<file path="config.mk">
export PLATFORM = sky130hd
export DESIGN_NAME = tmo_output_ctrl
export DESIGN_NICKNAME = d
export VERILOG_FILES = /design/src/hdl/tmo_pkg.sv /design/src/hdl/tmo_edge_det.sv /design/src/hdl/tmo_prescaler.sv /design/src/hdl/tmo_output_ctrl.sv
export SDC_FILE = /design/constraint.sdc
export NUM_CORES = 1
export LEC_CHECK = 0
export BUFFER_PORTS_ARGS = -buffer_cell sky130_fd_sc_hd__clkbuf_2
export CELL_PAD_IN_SITES_DETAIL_PLACEMENT = 1
export CELL_PAD_IN_SITES_GLOBAL_PLACEMENT = 1
export CORE_MARGIN = 2
export CORE_UTILIZATION = 25
export CTS_CLUSTER_DIAMETER = 60
export DETAILED_ROUTE_END_ITERATION = 12
export MAX_ROUTING_LAYER = met4
export PLACE_DENSITY_LB_ADDON = 0.1
export SLEW_MARGIN = 10
export SYNTH_ARGS = -nofsm -noshare
export SYNTH_HDL_FRONTEND = slang
export SYNTH_HIERARCHICAL = 1
export SYNTH_SLANG_ARGS = --single-unit
</file>
<file path="constraint.sdc">
create_clock -name aclk -period 3.2 [get_ports aclk]
set_input_delay 0.64 -clock aclk [delete_from_list [all_inputs] [get_ports aclk]]
set_output_delay 0.64 -clock aclk [all_outputs]
set_load 0.05 [all_outputs]
</file>
<file path="src/hdl/tmo_pkg.sv">
// package: register map, fields and carriers of the timer output and prescaler stage
// ======================================================================
package tmo_pkg;
   // ===================================================================
   // register map
   localparam logic [15:0] TMO_PRESCALER_EDGE_SELECT_IDX = 16'hffbb;
   localparam logic [15:0] TMO_TIMER_OUTPUT_CONTROL_IDX = 16'hffbd;
   localparam logic [15:0] TMO_RUN_CONTROL_IDX = 16'hffc0;
   localparam logic [15:0] TMO_STATUS_IDX = 16'hffc1;
   localparam logic [7:0] TMO_TOC_RESET = 8'h00;
   localparam logic [7:0] TMO_PRM_RESET = 8'h00;
   localparam logic [7:0] TMO_TOC_WMASK = 8'h7f;
   localparam logic [7:0] TMO_TOC_RMASK = 8'h33;
   localparam logic [7:0] TMO_PRM_WMASK = 8'hf3;
   // ===================================================================
   // field positions
   localparam int TMO_OUTPUT_ENABLE = 0;
   localparam int TMO_MATCH0_TOGGLE_EN = 1;
   localparam int TMO_LEVEL_CLEAR_TRIG = 2;
   localparam int TMO_LEVEL_SET_TRIG = 3;
   localparam int TMO_MATCH1_TOGGLE_EN = 4;
   localparam int TMO_ONESHOT_MODE = 5;
   localparam int TMO_ONESHOT_SW_TRIGGER = 6;
   // ===================================================================
   // prescaler
   localparam int TMO_DIV4 = 4;
   localparam int TMO_DIV256 = 256;
   localparam logic [1:0] TMO_CLK_DIV1 = 2'h0;
   localparam logic [1:0] TMO_CLK_DIV4 = 2'h1;
   localparam logic [1:0] TMO_CLK_DIV256 = 2'h2;
   localparam logic [1:0] TMO_CLK_EXT = 2'h3;
   localparam logic [1:0] TMO_EDGE_FALL = 2'h0;
   localparam logic [1:0] TMO_EDGE_RISE = 2'h1;
   localparam logic [1:0] TMO_EDGE_BOTH = 2'h3;
   localparam logic [1:0] TMO_OP_STOP = 2'h0;
   localparam logic [1:0] TMO_RESP_OKAY = 2'h0;
   localparam logic [1:0] TMO_RESP_SLVERR = 2'h2;

   typedef struct packed {
      logic oneshot_mode;
      logic match1_toggle_en;
      logic match0_toggle_en;
      logic output_enable;
   } tmo_toc_t;

   typedef struct packed {
      logic [1:0] in1_edge;
      logic [1:0] in0_edge;
      logic [1:0] clk_sel;
   } tmo_prm_t;
endpackage

</file>
<file path="src/hdl/tmo_edge_det.sv">
// module: synchronised edge detector for one external timer input
`timescale 1ns/1ps
module tmo_edge_det
   import tmo_pkg::*;
(
   input wire logic aclk,
   input wire logic aresetn,
   input wire logic pin,
   input wire logic [1:0] edge_sel,
   input wire logic running,
   input wire logic first_run,
   output logic valid_edge
);
   logic meta_q;
   logic sync_q;
   logic prev_q;
   logic run_q;
   logic rise;
   logic fall;

   always_ff @(posedge aclk) begin
      if (!aresetn) begin
         meta_q <= 1'b0;
         sync_q <= 1'b0;
      end else begin
         meta_q <= pin;
         sync_q <= meta_q;
      end
   end

   // previous level; on first start a high level counts as rising
   always_ff @(posedge aclk) begin
      if (!aresetn) begin
         prev_q <= 1'b0;
         run_q <= 1'b0;
      end else begin
         run_q <= running;
         if (running && !run_q && first_run) begin
            prev_q <= 1'b0;
         end else begin
            prev_q <= sync_q;
         end
      end
   end

   assign rise = sync_q && !prev_q && run_q;
   assign fall = !sync_q && prev_q && run_q;

   always_comb begin
      case (edge_sel)
         TMO_EDGE_FALL: valid_edge = fall;
         TMO_EDGE_RISE: valid_edge = rise;
         TMO_EDGE_BOTH: valid_edge = rise | fall;
         default: valid_edge = 1'b0;
      endcase
   end
endmodule // tmo_edge_det

</file>
<file path="src/hdl/tmo_prescaler.sv">
// module: count clock enable selection
`timescale 1ns/1ps
module tmo_prescaler
   import tmo_pkg::*;
#(
   parameter int DIV_A = TMO_DIV4,
   parameter int DIV_B = TMO_DIV256
)
(
   input wire logic aclk,
   input wire logic aresetn,
   input wire logic running,
   input wire logic [1:0] clk_sel,
   input wire logic ext_edge,
   output logic count_en
);
   localparam int W = $clog2(DIV_B);
   logic [W-1:0] div_q;

   // elaboration check of the divider pair
   if (DIV_A < 2 || DIV_B <= DIV_A || (DIV_B % DIV_A) != 0) begin : g_bad_div
      $error("tmo_prescaler: bad divider values");
   end

   // divider held in reset while stopped
   always_ff @(posedge aclk) begin
      if (!aresetn || !running) begin
         div_q <= '0;
      end else begin
         div_q <= div_q + W'(1);
      end
   end

   always_comb begin
      case (clk_sel)
         TMO_CLK_DIV1: count_en = running;
         TMO_CLK_DIV4: count_en = running && (div_q % W'(DIV_A)) == W'(DIV_A - 1);
         TMO_CLK_DIV256: count_en = running && div_q == W'(DIV_B - 1);
         TMO_CLK_EXT: count_en = running && ext_edge;
         default: count_en = 1'b0;
      endcase
   end
endmodule // tmo_prescaler

</file>
<file path="src/hdl/tmo_output_ctrl.sv">
// module: timer output control and prescaler stage with AXI4-Lite registers
`timescale 1ns/1ps
module tmo_output_ctrl
   import tmo_pkg::*;
(
   input wire logic aclk,
   input wire logic aresetn,
   // ===================================================================
   // AXI4-Lite slave
   input wire logic [17:0] s_axi_awaddr,
   input wire logic s_axi_awvalid,
   output logic s_axi_awready,
   input wire logic [31:0] s_axi_wdata,
   input wire logic [3:0] s_axi_wstrb,
   input wire logic s_axi_wvalid,
   output logic s_axi_wready,
   output logic [1:0] s_axi_bresp,
   output logic s_axi_bvalid,
   input wire logic s_axi_bready,
   input wire logic [17:0] s_axi_araddr,
   input wire logic s_axi_arvalid,
   output logic s_axi_arready,
   output logic [31:0] s_axi_rdata,
   output logic [1:0] s_axi_rresp,
   output logic s_axi_rvalid,
   input wire logic s_axi_rready,
   // ===================================================================
   // counter core side
   input wire logic match0_irq,
   input wire logic match1_irq,
   output logic [1:0] op_enable,
   output logic count_en_q,
   output logic counter_restart_q,
   output logic ext_edge0_q,
   output logic ext_edge1_q,
   // ===================================================================
   // pins
   input wire logic ext_input0,
   input wire logic shared_pin_in,
   input wire logic shared_pin_direction,
   input wire logic shared_port_latch,
   output logic timer_out_pin,
   output logic shared_pin_out,
   output logic shared_pin_oe
);
   typedef enum logic [1:0] {
      TMO_B_IDLE = 2'b00,
      TMO_B_RESP = 2'b01
   } tmo_bus_t;

   tmo_toc_t toc_q;
   tmo_prm_t prm_q;
   logic [1:0] op_q;
   logic first_run_q;
   logic timer_out_q;
   logic running;
   logic ext0_edge;
   logic ext1_edge;
   logic count_en;
   tmo_bus_t wr_q;
   logic aw_have_q;
   logic w_have_q;
   logic [17:0] awaddr_q;
   logic [31:0] wdata_q;
   logic [3:0] wstrb_q;
   logic wr_go;
   logic [15:0] widx;
   logic [15:0] ridx;
   logic [7:0] wbyte;
   logic lvl_set;
   logic lvl_clr;
   logic sw_trig;
   logic bad_wr;

   assign running = op_q != TMO_OP_STOP;

   // ===================================================================
   // edge detection and prescaler
   tmo_edge_det u_edge0 (
      .aclk(aclk),
      .aresetn(aresetn),
      .pin(ext_input0),
      .edge_sel(prm_q.in0_edge),
      .running(running),
      .first_run(first_run_q),
      .valid_edge(ext0_edge)
   );

   tmo_edge_det u_edge1 (
      .aclk(aclk),
      .aresetn(aresetn),
      .pin(shared_pin_in),
      .edge_sel(prm_q.in1_edge),
      .running(running),
      .first_run(first_run_q),
      .valid_edge(ext1_edge)
   );

   tmo_prescaler #(
      .DIV_A(TMO_DIV4),
      .DIV_B(TMO_DIV256)
   ) u_presc (
      .aclk(aclk),
      .aresetn(aresetn),
      .running(running),
      .clk_sel(prm_q.clk_sel),
      .ext_edge(ext0_edge),
      .count_en(count_en)
   );

   // ===================================================================
   // write channel
   assign wr_go = aw_have_q && w_have_q && wr_q == TMO_B_IDLE;
   assign widx = awaddr_q[17:2];
   assign wbyte = wdata_q[7:0];
   assign bad_wr = widx != TMO_PRESCALER_EDGE_SELECT_IDX
      && widx != TMO_TIMER_OUTPUT_CONTROL_IDX && widx != TMO_RUN_CONTROL_IDX;

   always_ff @(posedge aclk) begin
      if (!aresetn) begin
         aw_have_q <= 1'b0;
         awaddr_q <= '0;
      end else if (s_axi_awvalid && s_axi_awready) begin
         aw_have_q <= 1'b1;
         awaddr_q <= s_axi_awaddr;
      end else if (wr_go) begin
         aw_have_q <= 1'b0;
      end
   end

   always_ff @(posedge aclk) begin
      if (!aresetn) begin
         w_have_q <= 1'b0;
         wdata_q <= '0;
         wstrb_q <= '0;
      end else if (s_axi_wvalid && s_axi_wready) begin
         w_have_q <= 1'b1;
         wdata_q <= s_axi_wdata;
         wstrb_q <= s_axi_wstrb;
      end else if (wr_go) begin
         w_have_q <= 1'b0;
      end
   end

   always_ff @(posedge aclk) begin
      if (!aresetn) begin
         s_axi_awready <= 1'b0;
         s_axi_wready <= 1'b0;
      end else begin
         s_axi_awready <= !aw_have_q && !(s_axi_awvalid && s_axi_awready);
         s_axi_wready <= !w_have_q && !(s_axi_wvalid && s_axi_wready);
      end
   end

   always_ff @(posedge aclk) begin
      if (!aresetn) begin
         wr_q <= TMO_B_IDLE;
         s_axi_bvalid <= 1'b0;
         s_axi_bresp <= TMO_RESP_OKAY;
      end else begin
         case (wr_q)
            TMO_B_IDLE: begin
               if (wr_go) begin
                  wr_q <= TMO_B_RESP;
                  s_axi_bvalid <= 1'b1;
                  s_axi_bresp <= bad_wr ? TMO_RESP_SLVERR : TMO_RESP_OKAY;
               end
            end
            TMO_B_RESP: begin
               if (s_axi_bready) begin
                  wr_q <= TMO_B_IDLE;
                  s_axi_bvalid <= 1'b0;
               end
            end
            default: wr_q <= TMO_B_IDLE;
         endcase
      end
   end

   // ===================================================================
   // registers
   assign sw_trig = wr_go && wstrb_q[0] && widx == TMO_TIMER_OUTPUT_CONTROL_IDX;

   always_ff @(posedge aclk) begin
      if (!aresetn) begin
         toc_q <= tmo_toc_t'({TMO_TOC_RESET[TMO_ONESHOT_MODE],
                              TMO_TOC_RESET[TMO_MATCH1_TOGGLE_EN],
                              TMO_TOC_RESET[TMO_MATCH0_TOGGLE_EN],
                              TMO_TOC_RESET[TMO_OUTPUT_ENABLE]});
      end else if (sw_trig) begin
         if (!running) begin
            toc_q.oneshot_mode <= wbyte[TMO_ONESHOT_MODE];
            toc_q.match0_toggle_en <= wbyte[TMO_MATCH0_TOGGLE_EN];
            toc_q.output_enable <= wbyte[TMO_OUTPUT_ENABLE];
         end
         toc_q.match1_toggle_en <= wbyte[TMO_MATCH1_TOGGLE_EN];
      end
   end

   always_ff @(posedge aclk) begin
      if (!aresetn) begin
         prm_q <= tmo_prm_t'(TMO_PRM_RESET[7:2]);
      end else if (wr_go && wstrb_q[0] && widx == TMO_PRESCALER_EDGE_SELECT_IDX
                   && !running) begin
         prm_q <= tmo_prm_t'({wbyte[7:4], wbyte[1:0]});
      end
   end

   always_ff @(posedge aclk) begin
      if (!aresetn) begin
         op_q <= TMO_OP_STOP;
      end else if (wr_go && wstrb_q[0] && widx == TMO_RUN_CONTROL_IDX) begin
         op_q <= wbyte[1:0];
      end
   end

   // first start after reset remembered for the input edge detectors
   always_ff @(posedge aclk) begin
      if (!aresetn) begin
         first_run_q <= 1'b1;
      end else if (running) begin
         first_run_q <= 1'b0;
      end
   end

   // ===================================================================
   // trigger bits act once and are never stored
   assign lvl_set = sw_trig && wbyte[TMO_LEVEL_SET_TRIG] && !wbyte[TMO_LEVEL_CLEAR_TRIG];
   assign lvl_clr = sw_trig && wbyte[TMO_LEVEL_CLEAR_TRIG] && !wbyte[TMO_LEVEL_SET_TRIG];

   always_ff @(posedge aclk) begin
      if (!aresetn) begin
         counter_restart_q <= 1'b0;
      end else begin
         counter_restart_q <= sw_trig && wbyte[TMO_ONESHOT_SW_TRIGGER] && running;
      end
   end

   // ===================================================================
   // timer output flip-flop
   always_ff @(posedge aclk) begin
      if (!aresetn || !toc_q.output_enable) begin
         timer_out_q <= 1'b0;
      end else if (lvl_set) begin
         timer_out_q <= 1'b1;
      end else if (lvl_clr) begin
         timer_out_q <= 1'b0;
      end else if ((match0_irq && toc_q.match0_toggle_en)
                   ^ (match1_irq && toc_q.match1_toggle_en)) begin
         timer_out_q <= !timer_out_q;
      end
   end

   // ===================================================================
   // pin and core outputs
   always_ff @(posedge aclk) begin
      if (!aresetn) begin
         timer_out_pin <= 1'b0;
         shared_pin_out <= 1'b0;
         shared_pin_oe <= 1'b0;
         count_en_q <= 1'b0;
         ext_edge0_q <= 1'b0;
         ext_edge1_q <= 1'b0;
         op_enable <= TMO_OP_STOP;
      end else begin
         timer_out_pin <= timer_out_q;
         shared_pin_out <= timer_out_q | shared_port_latch;
         shared_pin_oe <= !shared_pin_direction;
         count_en_q <= count_en;
         ext_edge0_q <= ext0_edge;
         ext_edge1_q <= ext1_edge;
         op_enable <= op_q;
      end
   end

   // ===================================================================
   // read channel
   assign ridx = s_axi_araddr[17:2];

   always_ff @(posedge aclk) begin
      if (!aresetn) begin
         s_axi_arready <= 1'b0;
         s_axi_rvalid <= 1'b0;
         s_axi_rdata <= '0;
         s_axi_rresp <= TMO_RESP_OKAY;
      end else if (s_axi_rvalid) begin
         if (s_axi_rready) begin
            s_axi_rvalid <= 1'b0;
         end
      end else if (s_axi_arvalid && s_axi_arready) begin
         s_axi_arready <= 1'b0;
         s_axi_rvalid <= 1'b1;
         s_axi_rresp <= TMO_RESP_OKAY;
         case (ridx)
            TMO_TIMER_OUTPUT_CONTROL_IDX: begin
               s_axi_rdata <= {24'h0, 2'h0, toc_q.oneshot_mode, toc_q.match1_toggle_en,
                  2'h0, toc_q.match0_toggle_en, toc_q.output_enable};
            end
            TMO_PRESCALER_EDGE_SELECT_IDX: begin
               s_axi_rdata <= {24'h0, prm_q.in1_edge, prm_q.in0_edge, 2'h0, prm_q.clk_sel};
            end
            TMO_RUN_CONTROL_IDX: s_axi_rdata <= {30'h0, op_q};
            TMO_STATUS_IDX: s_axi_rdata <= {29'h0, first_run_q, running, timer_out_q};
            default: begin
               s_axi_rdata <= '0;
               s_axi_rresp <= TMO_RESP_SLVERR;
            end
         endcase
      end else begin
         s_axi_arready <= 1'b1;
      end
   end
endmodule // tmo_output_ctrl

</file>
==> flow_results.org <==
** Run status
- Outcome :: completed

** Clock network
- Clock latency on the worst-skew pair, taken at its later pin, is 340 ps.
- In this run, post-CTS hold repair placed 0 buffers.
- In this run the number of H-tree levels came out at 3.
- Buffers added to address setup during post-CTS repair amount to 0.
- Library cell used as clock root buffer :: sky130_fd_sc_hd__clkbuf_16
- The tree built by TritonCTS fans out to 80 sinks.
- Clock buffer count from CTS :: 9
- Buffer depth of the longest clock path :: 2
- Clock-pin slew was measured on the worst setup and hold paths at 60 ps.
- TritonCTS built the clock tree.
- After clock tree synthesis, the repair step resized 0 gates.

** Routing
- After the first detailed-routing iteration, the DRC count stood at 76.
- Antenna-violating nets left :: 0
- Before antenna repair, the detailed router went through 4 iterations.
- The final route contains 2793 vias.
- Total wire length after detailed routing :: 8.71 mm
- Number of remaining DRC errors :: 0
- Number of vias per cell :: 4.32
- Wire length per cell :: 13.5 um

** Timing
- Unrepaired setup endpoints after global routing :: no
- In the finished design, the share of the clock period the worst path needs comes to 60.3%.
- Across the routed clock network, the largest skew measured is 7.28 ps.
- Achievable clock frequency :: 519 MHz
- The number of hold violations in the final report came to 0.
- The smallest clock period supported by the final layout is computed as 1930 ps.
- After routing, the total negative slack on setup checks comes to 0 ps.
- The final number of max-transition violations is 0.
- Setup violations remaining at the end of the flow were counted as 0.
- The worst pin sits at a relative slew slack of 52.4%.
- Actual transition at the worst max-transition pin :: 714 ps

** Min path
- Worst Hold Class :: flop to flop

** Synth
- In the synthesized netlist the async set-or-reset flop fraction comes to 0%.
- #FFs+latches synth :: 80
- Synthesis instantiated 45 different standard cells from the library.
- Cell type contributing the most total cell area after synthesis :: sky130_fd_sc_hd__dfxtp_1
- Yosys printed 6 warnings.
- Primary flip-flop cell chosen by synthesis mapping :: sky130_fd_sc_hd__dfxtp_1
- Cell types occupying the most area after synthesis :: sky130_fd_sc_hd__dfxtp_1 (47%), sky130_fd_sc_hd__nand2_1 (8.6%), sky130_fd_sc_hd__a21boi_0 (6.8%)
- Among all cell types in the netlist, the one instantiated most often is sky130_fd_sc_hd__dfxtp_1.
- In this run, synthesis inferred 0 flip-flops with an integrated enable.
- Post-synthesis instance area :: 3440 um2
- Of the synthesized area, sequential elements account for 46.5%.
- Gate count of the mapped netlist :: 391
- Share of the synthesized area in the top cell type :: 46.5%
- Sorting the synthesized cells by how often they occur yields sky130_fd_sc_hd__dfxtp_1 (80), sky130_fd_sc_hd__nand2_1 (79), sky130_fd_sc_hd__a21boi_0 (31), sky130_fd_sc_hd__buf_4 (27).
- Synth Area per Inst :: 8.81 um2

** Placement
- After detailed placement, the design holds a cell count of 631.
- During placement, the flow inserted port buffers numbering 76.
- Final GP Congestion :: 0.733
- In this run the cell area measured after placement is 3900 um2.
- Half-perimeter wire length after detailed placement :: 6.57 mm

** Global routing
- Via count of the first global-routing pass :: 2836
- Met1 Track Usage GR :: 15.8%
- The number of antenna violations at the first check in global routing was 0.
- Overflow after GRT :: 0
- GRT Util Overall :: 12.8%
- Global routing used 19.7% of the available met2 tracks.
- Global routing used 4.61% of the available met3 tracks.
- After global routing, the most crowded layer is met2.
- Entering global routing, the biggest net connects 38 pins.
- Wire length of the first global-routing pass :: 14.1 mm

** Pwr
- Power per standard cell area :: 548 nW/um2
- The worst-case IR drop observed on VDD is 0.296 mV.
- Post-layout total power :: 2300 uW
- LEAKAGE :: 0.00178 uW

** Critical path
- STA classifies the critical path endpoint as a flop.
- CP required :: 3430 ps
- Crit Path Class :: flop to flop
- CP Launch Type :: flop
- Critical path fanouts, max :: 5
- Walking the worst path, the cells encountered are or4b_2 -> nor3_1 -> nor4b_1 -> o31ai_1 -> and2_1.
- Among all stages on the critical path, the largest delay is contributed by sky130_fd_sc_hd__or4b_2.
- The largest single stage delay on the critical path is 670 ps.
- Arrival time of the worst setup path :: 2160 ps

** Die
- Pin placement for this block handled 135 I/O pins.
- Floorplan row count :: 42
- Die boundary width :: 121 um
- Placeable core region :: 13300 um2
- Die extent in y :: 121 um
- Starting density of the core :: 25.8%
- Die Footprint :: 14700 um2

** Finish
- Flip-flop and latch area :: 1600 um2
- The repair_antennas step left the layout with diodes totalling 0.
- From synthesis to final layout, the design area changed by 22.1%.
- Net count of the finished layout :: 552
- Number of filler cells placed in the layout :: 1611
- Leaving out filler cells and counting taps, the final layout contains 647.
- Final core utilization :: 31.5%
- The post-route netlist has 20.6% of its cells at a drive strength greater than 1.
- Area of all placed cells without fillers :: 4200 um2
- Area of combinational cells with multiple inputs :: 1650 um2

** Run
- Across the run, the number of max-cap violations was 0.
## sequential cells by signal, summed over array words and instances (netlist names), 2 cells and up
register,cells
awaddr_q,16
u_presc/div_q,8
prm_q,6
toc_q,4
op_enable,2
op_q,2
s_axi_rdata,7
wdata_q,8
## final timing paths
| check | from | end | slack [ps] | cells after the start |
|---|---|---|---|---|
| max | awaddr_q[5]$_SDFFE_PN0P_ | s_axi_bresp[1]$_SDFFE_PN0P_ | 1270 | 5 |
| min | u_edge0/meta_q$_SDFF_PN0_ | u_edge0/sync_q$_SDFF_PN0_ | 440 | 1 |
| min reg2reg | u_edge0/meta_q$_SDFF_PN0_ | u_edge0/sync_q$_SDFF_PN0_ | 440 | 1 |
| max reg2reg | awaddr_q[5]$_SDFFE_PN0P_ | s_axi_bresp[1]$_SDFFE_PN0P_ | 1270 | 5 |
## metrics by stage
stage	hold WS, ps	setup WS (ps)
finish	440	1270
floorplan	412	1190
global route	450	1180
CTS	434	1240
global placement	426	1020
detailed placement	426	971
## worst max-delay path: cells and delay by family (launching register included)
family / cells / cell delay (ps)
compound gates: 1 / 110
simple gates: 4 / 1370
flops: 1 / 340
## cell type report
class / count / area share (%)
sequential: 80 / 38.1
clock inverter: 5 / 1.34
tap: 176 / 5.24
timing repair buffer: 78 / 9.41
inverter: 11 / 0.982
multi-input combinational: 286 / 39.1
clock buffer: 11 / 5.78
## kinds of logic (layout without fill, tap and decap cells)
group | after synthesis | in the layout | share of synthesized area (%)
xor gates and xnor gates | 9 | 9 | 2.29
muxes | 14 | 14 | 4.07
other | 1 | 27 | 0.109
DFF | 80 | 80 | 46.5
buffers and inverters | 51 | 105 | 8.54
adders and majority gates | 1 | 1 | 0.363
and+or+nand+nor | 170 | 170 | 25.1
AOI/OAI and AO/OA | 65 | 65 | 13.0
## cells in the final DEF, fill, tap and decap left out, types with 2 or more instances in the layout
master,count
sky130_fd_sc_hd__clkbuf_16,9
sky130_fd_sc_hd__or3_1,3
sky130_fd_sc_hd__mux2i_1,14
sky130_fd_sc_hd__o21ai_0,11
sky130_fd_sc_hd__nand3_1,12
sky130_fd_sc_hd__nand3b_1,3
sky130_fd_sc_hd__nor3b_1,2
sky130_fd_sc_hd__and3_1,6
sky130_fd_sc_hd__nand2_1,79
sky130_fd_sc_hd__xnor2_1,4
sky130_fd_sc_hd__a21boi_0,31
sky130_fd_sc_hd__dfxtp_1,80
sky130_fd_sc_hd__xor2_1,5
sky130_fd_sc_hd__nand4b_1,4
sky130_fd_sc_hd__nor2_1,9
sky130_fd_sc_hd__nor3_1,5
sky130_fd_sc_hd__nor2b_1,11
sky130_fd_sc_hd__o211a_1,2
sky130_fd_sc_hd__conb_1,27
sky130_fd_sc_hd__clkinv_2,2
sky130_fd_sc_hd__clkbuf_2,76
sky130_fd_sc_hd__a221oi_1,2
sky130_fd_sc_hd__and2_1,14
sky130_fd_sc_hd__or4b_1,2
sky130_fd_sc_hd__nor4b_1,2
sky130_fd_sc_hd__a31oi_1,3
sky130_fd_sc_hd__o21ai_1,2
sky130_fd_sc_hd__nand2b_1,3
sky130_fd_sc_hd__inv_1,11
sky130_fd_sc_hd__nor4_1,3
sky130_fd_sc_hd__buf_4,2
sky130_fd_sc_hd__nand4_1,7
sky130_fd_sc_hd__a21oi_1,7
## metal layers
layer / vias to the layer above / wire length [um]
met1: 1302 / 4140
met3: 8 / 401
met5: - / 0
met2: 58 / 4060
li1: 1425 / -
met4: 0 / 108
## where the power goes
group / internal (uW) / switching (uW) / total [uW]
clock network: 624 / 408 / 1030
logic: 60.0 / 164 / 224
registers: 1030 / 21.3 / 1050
No activity file was read; power rests on OpenSTA's default activity.
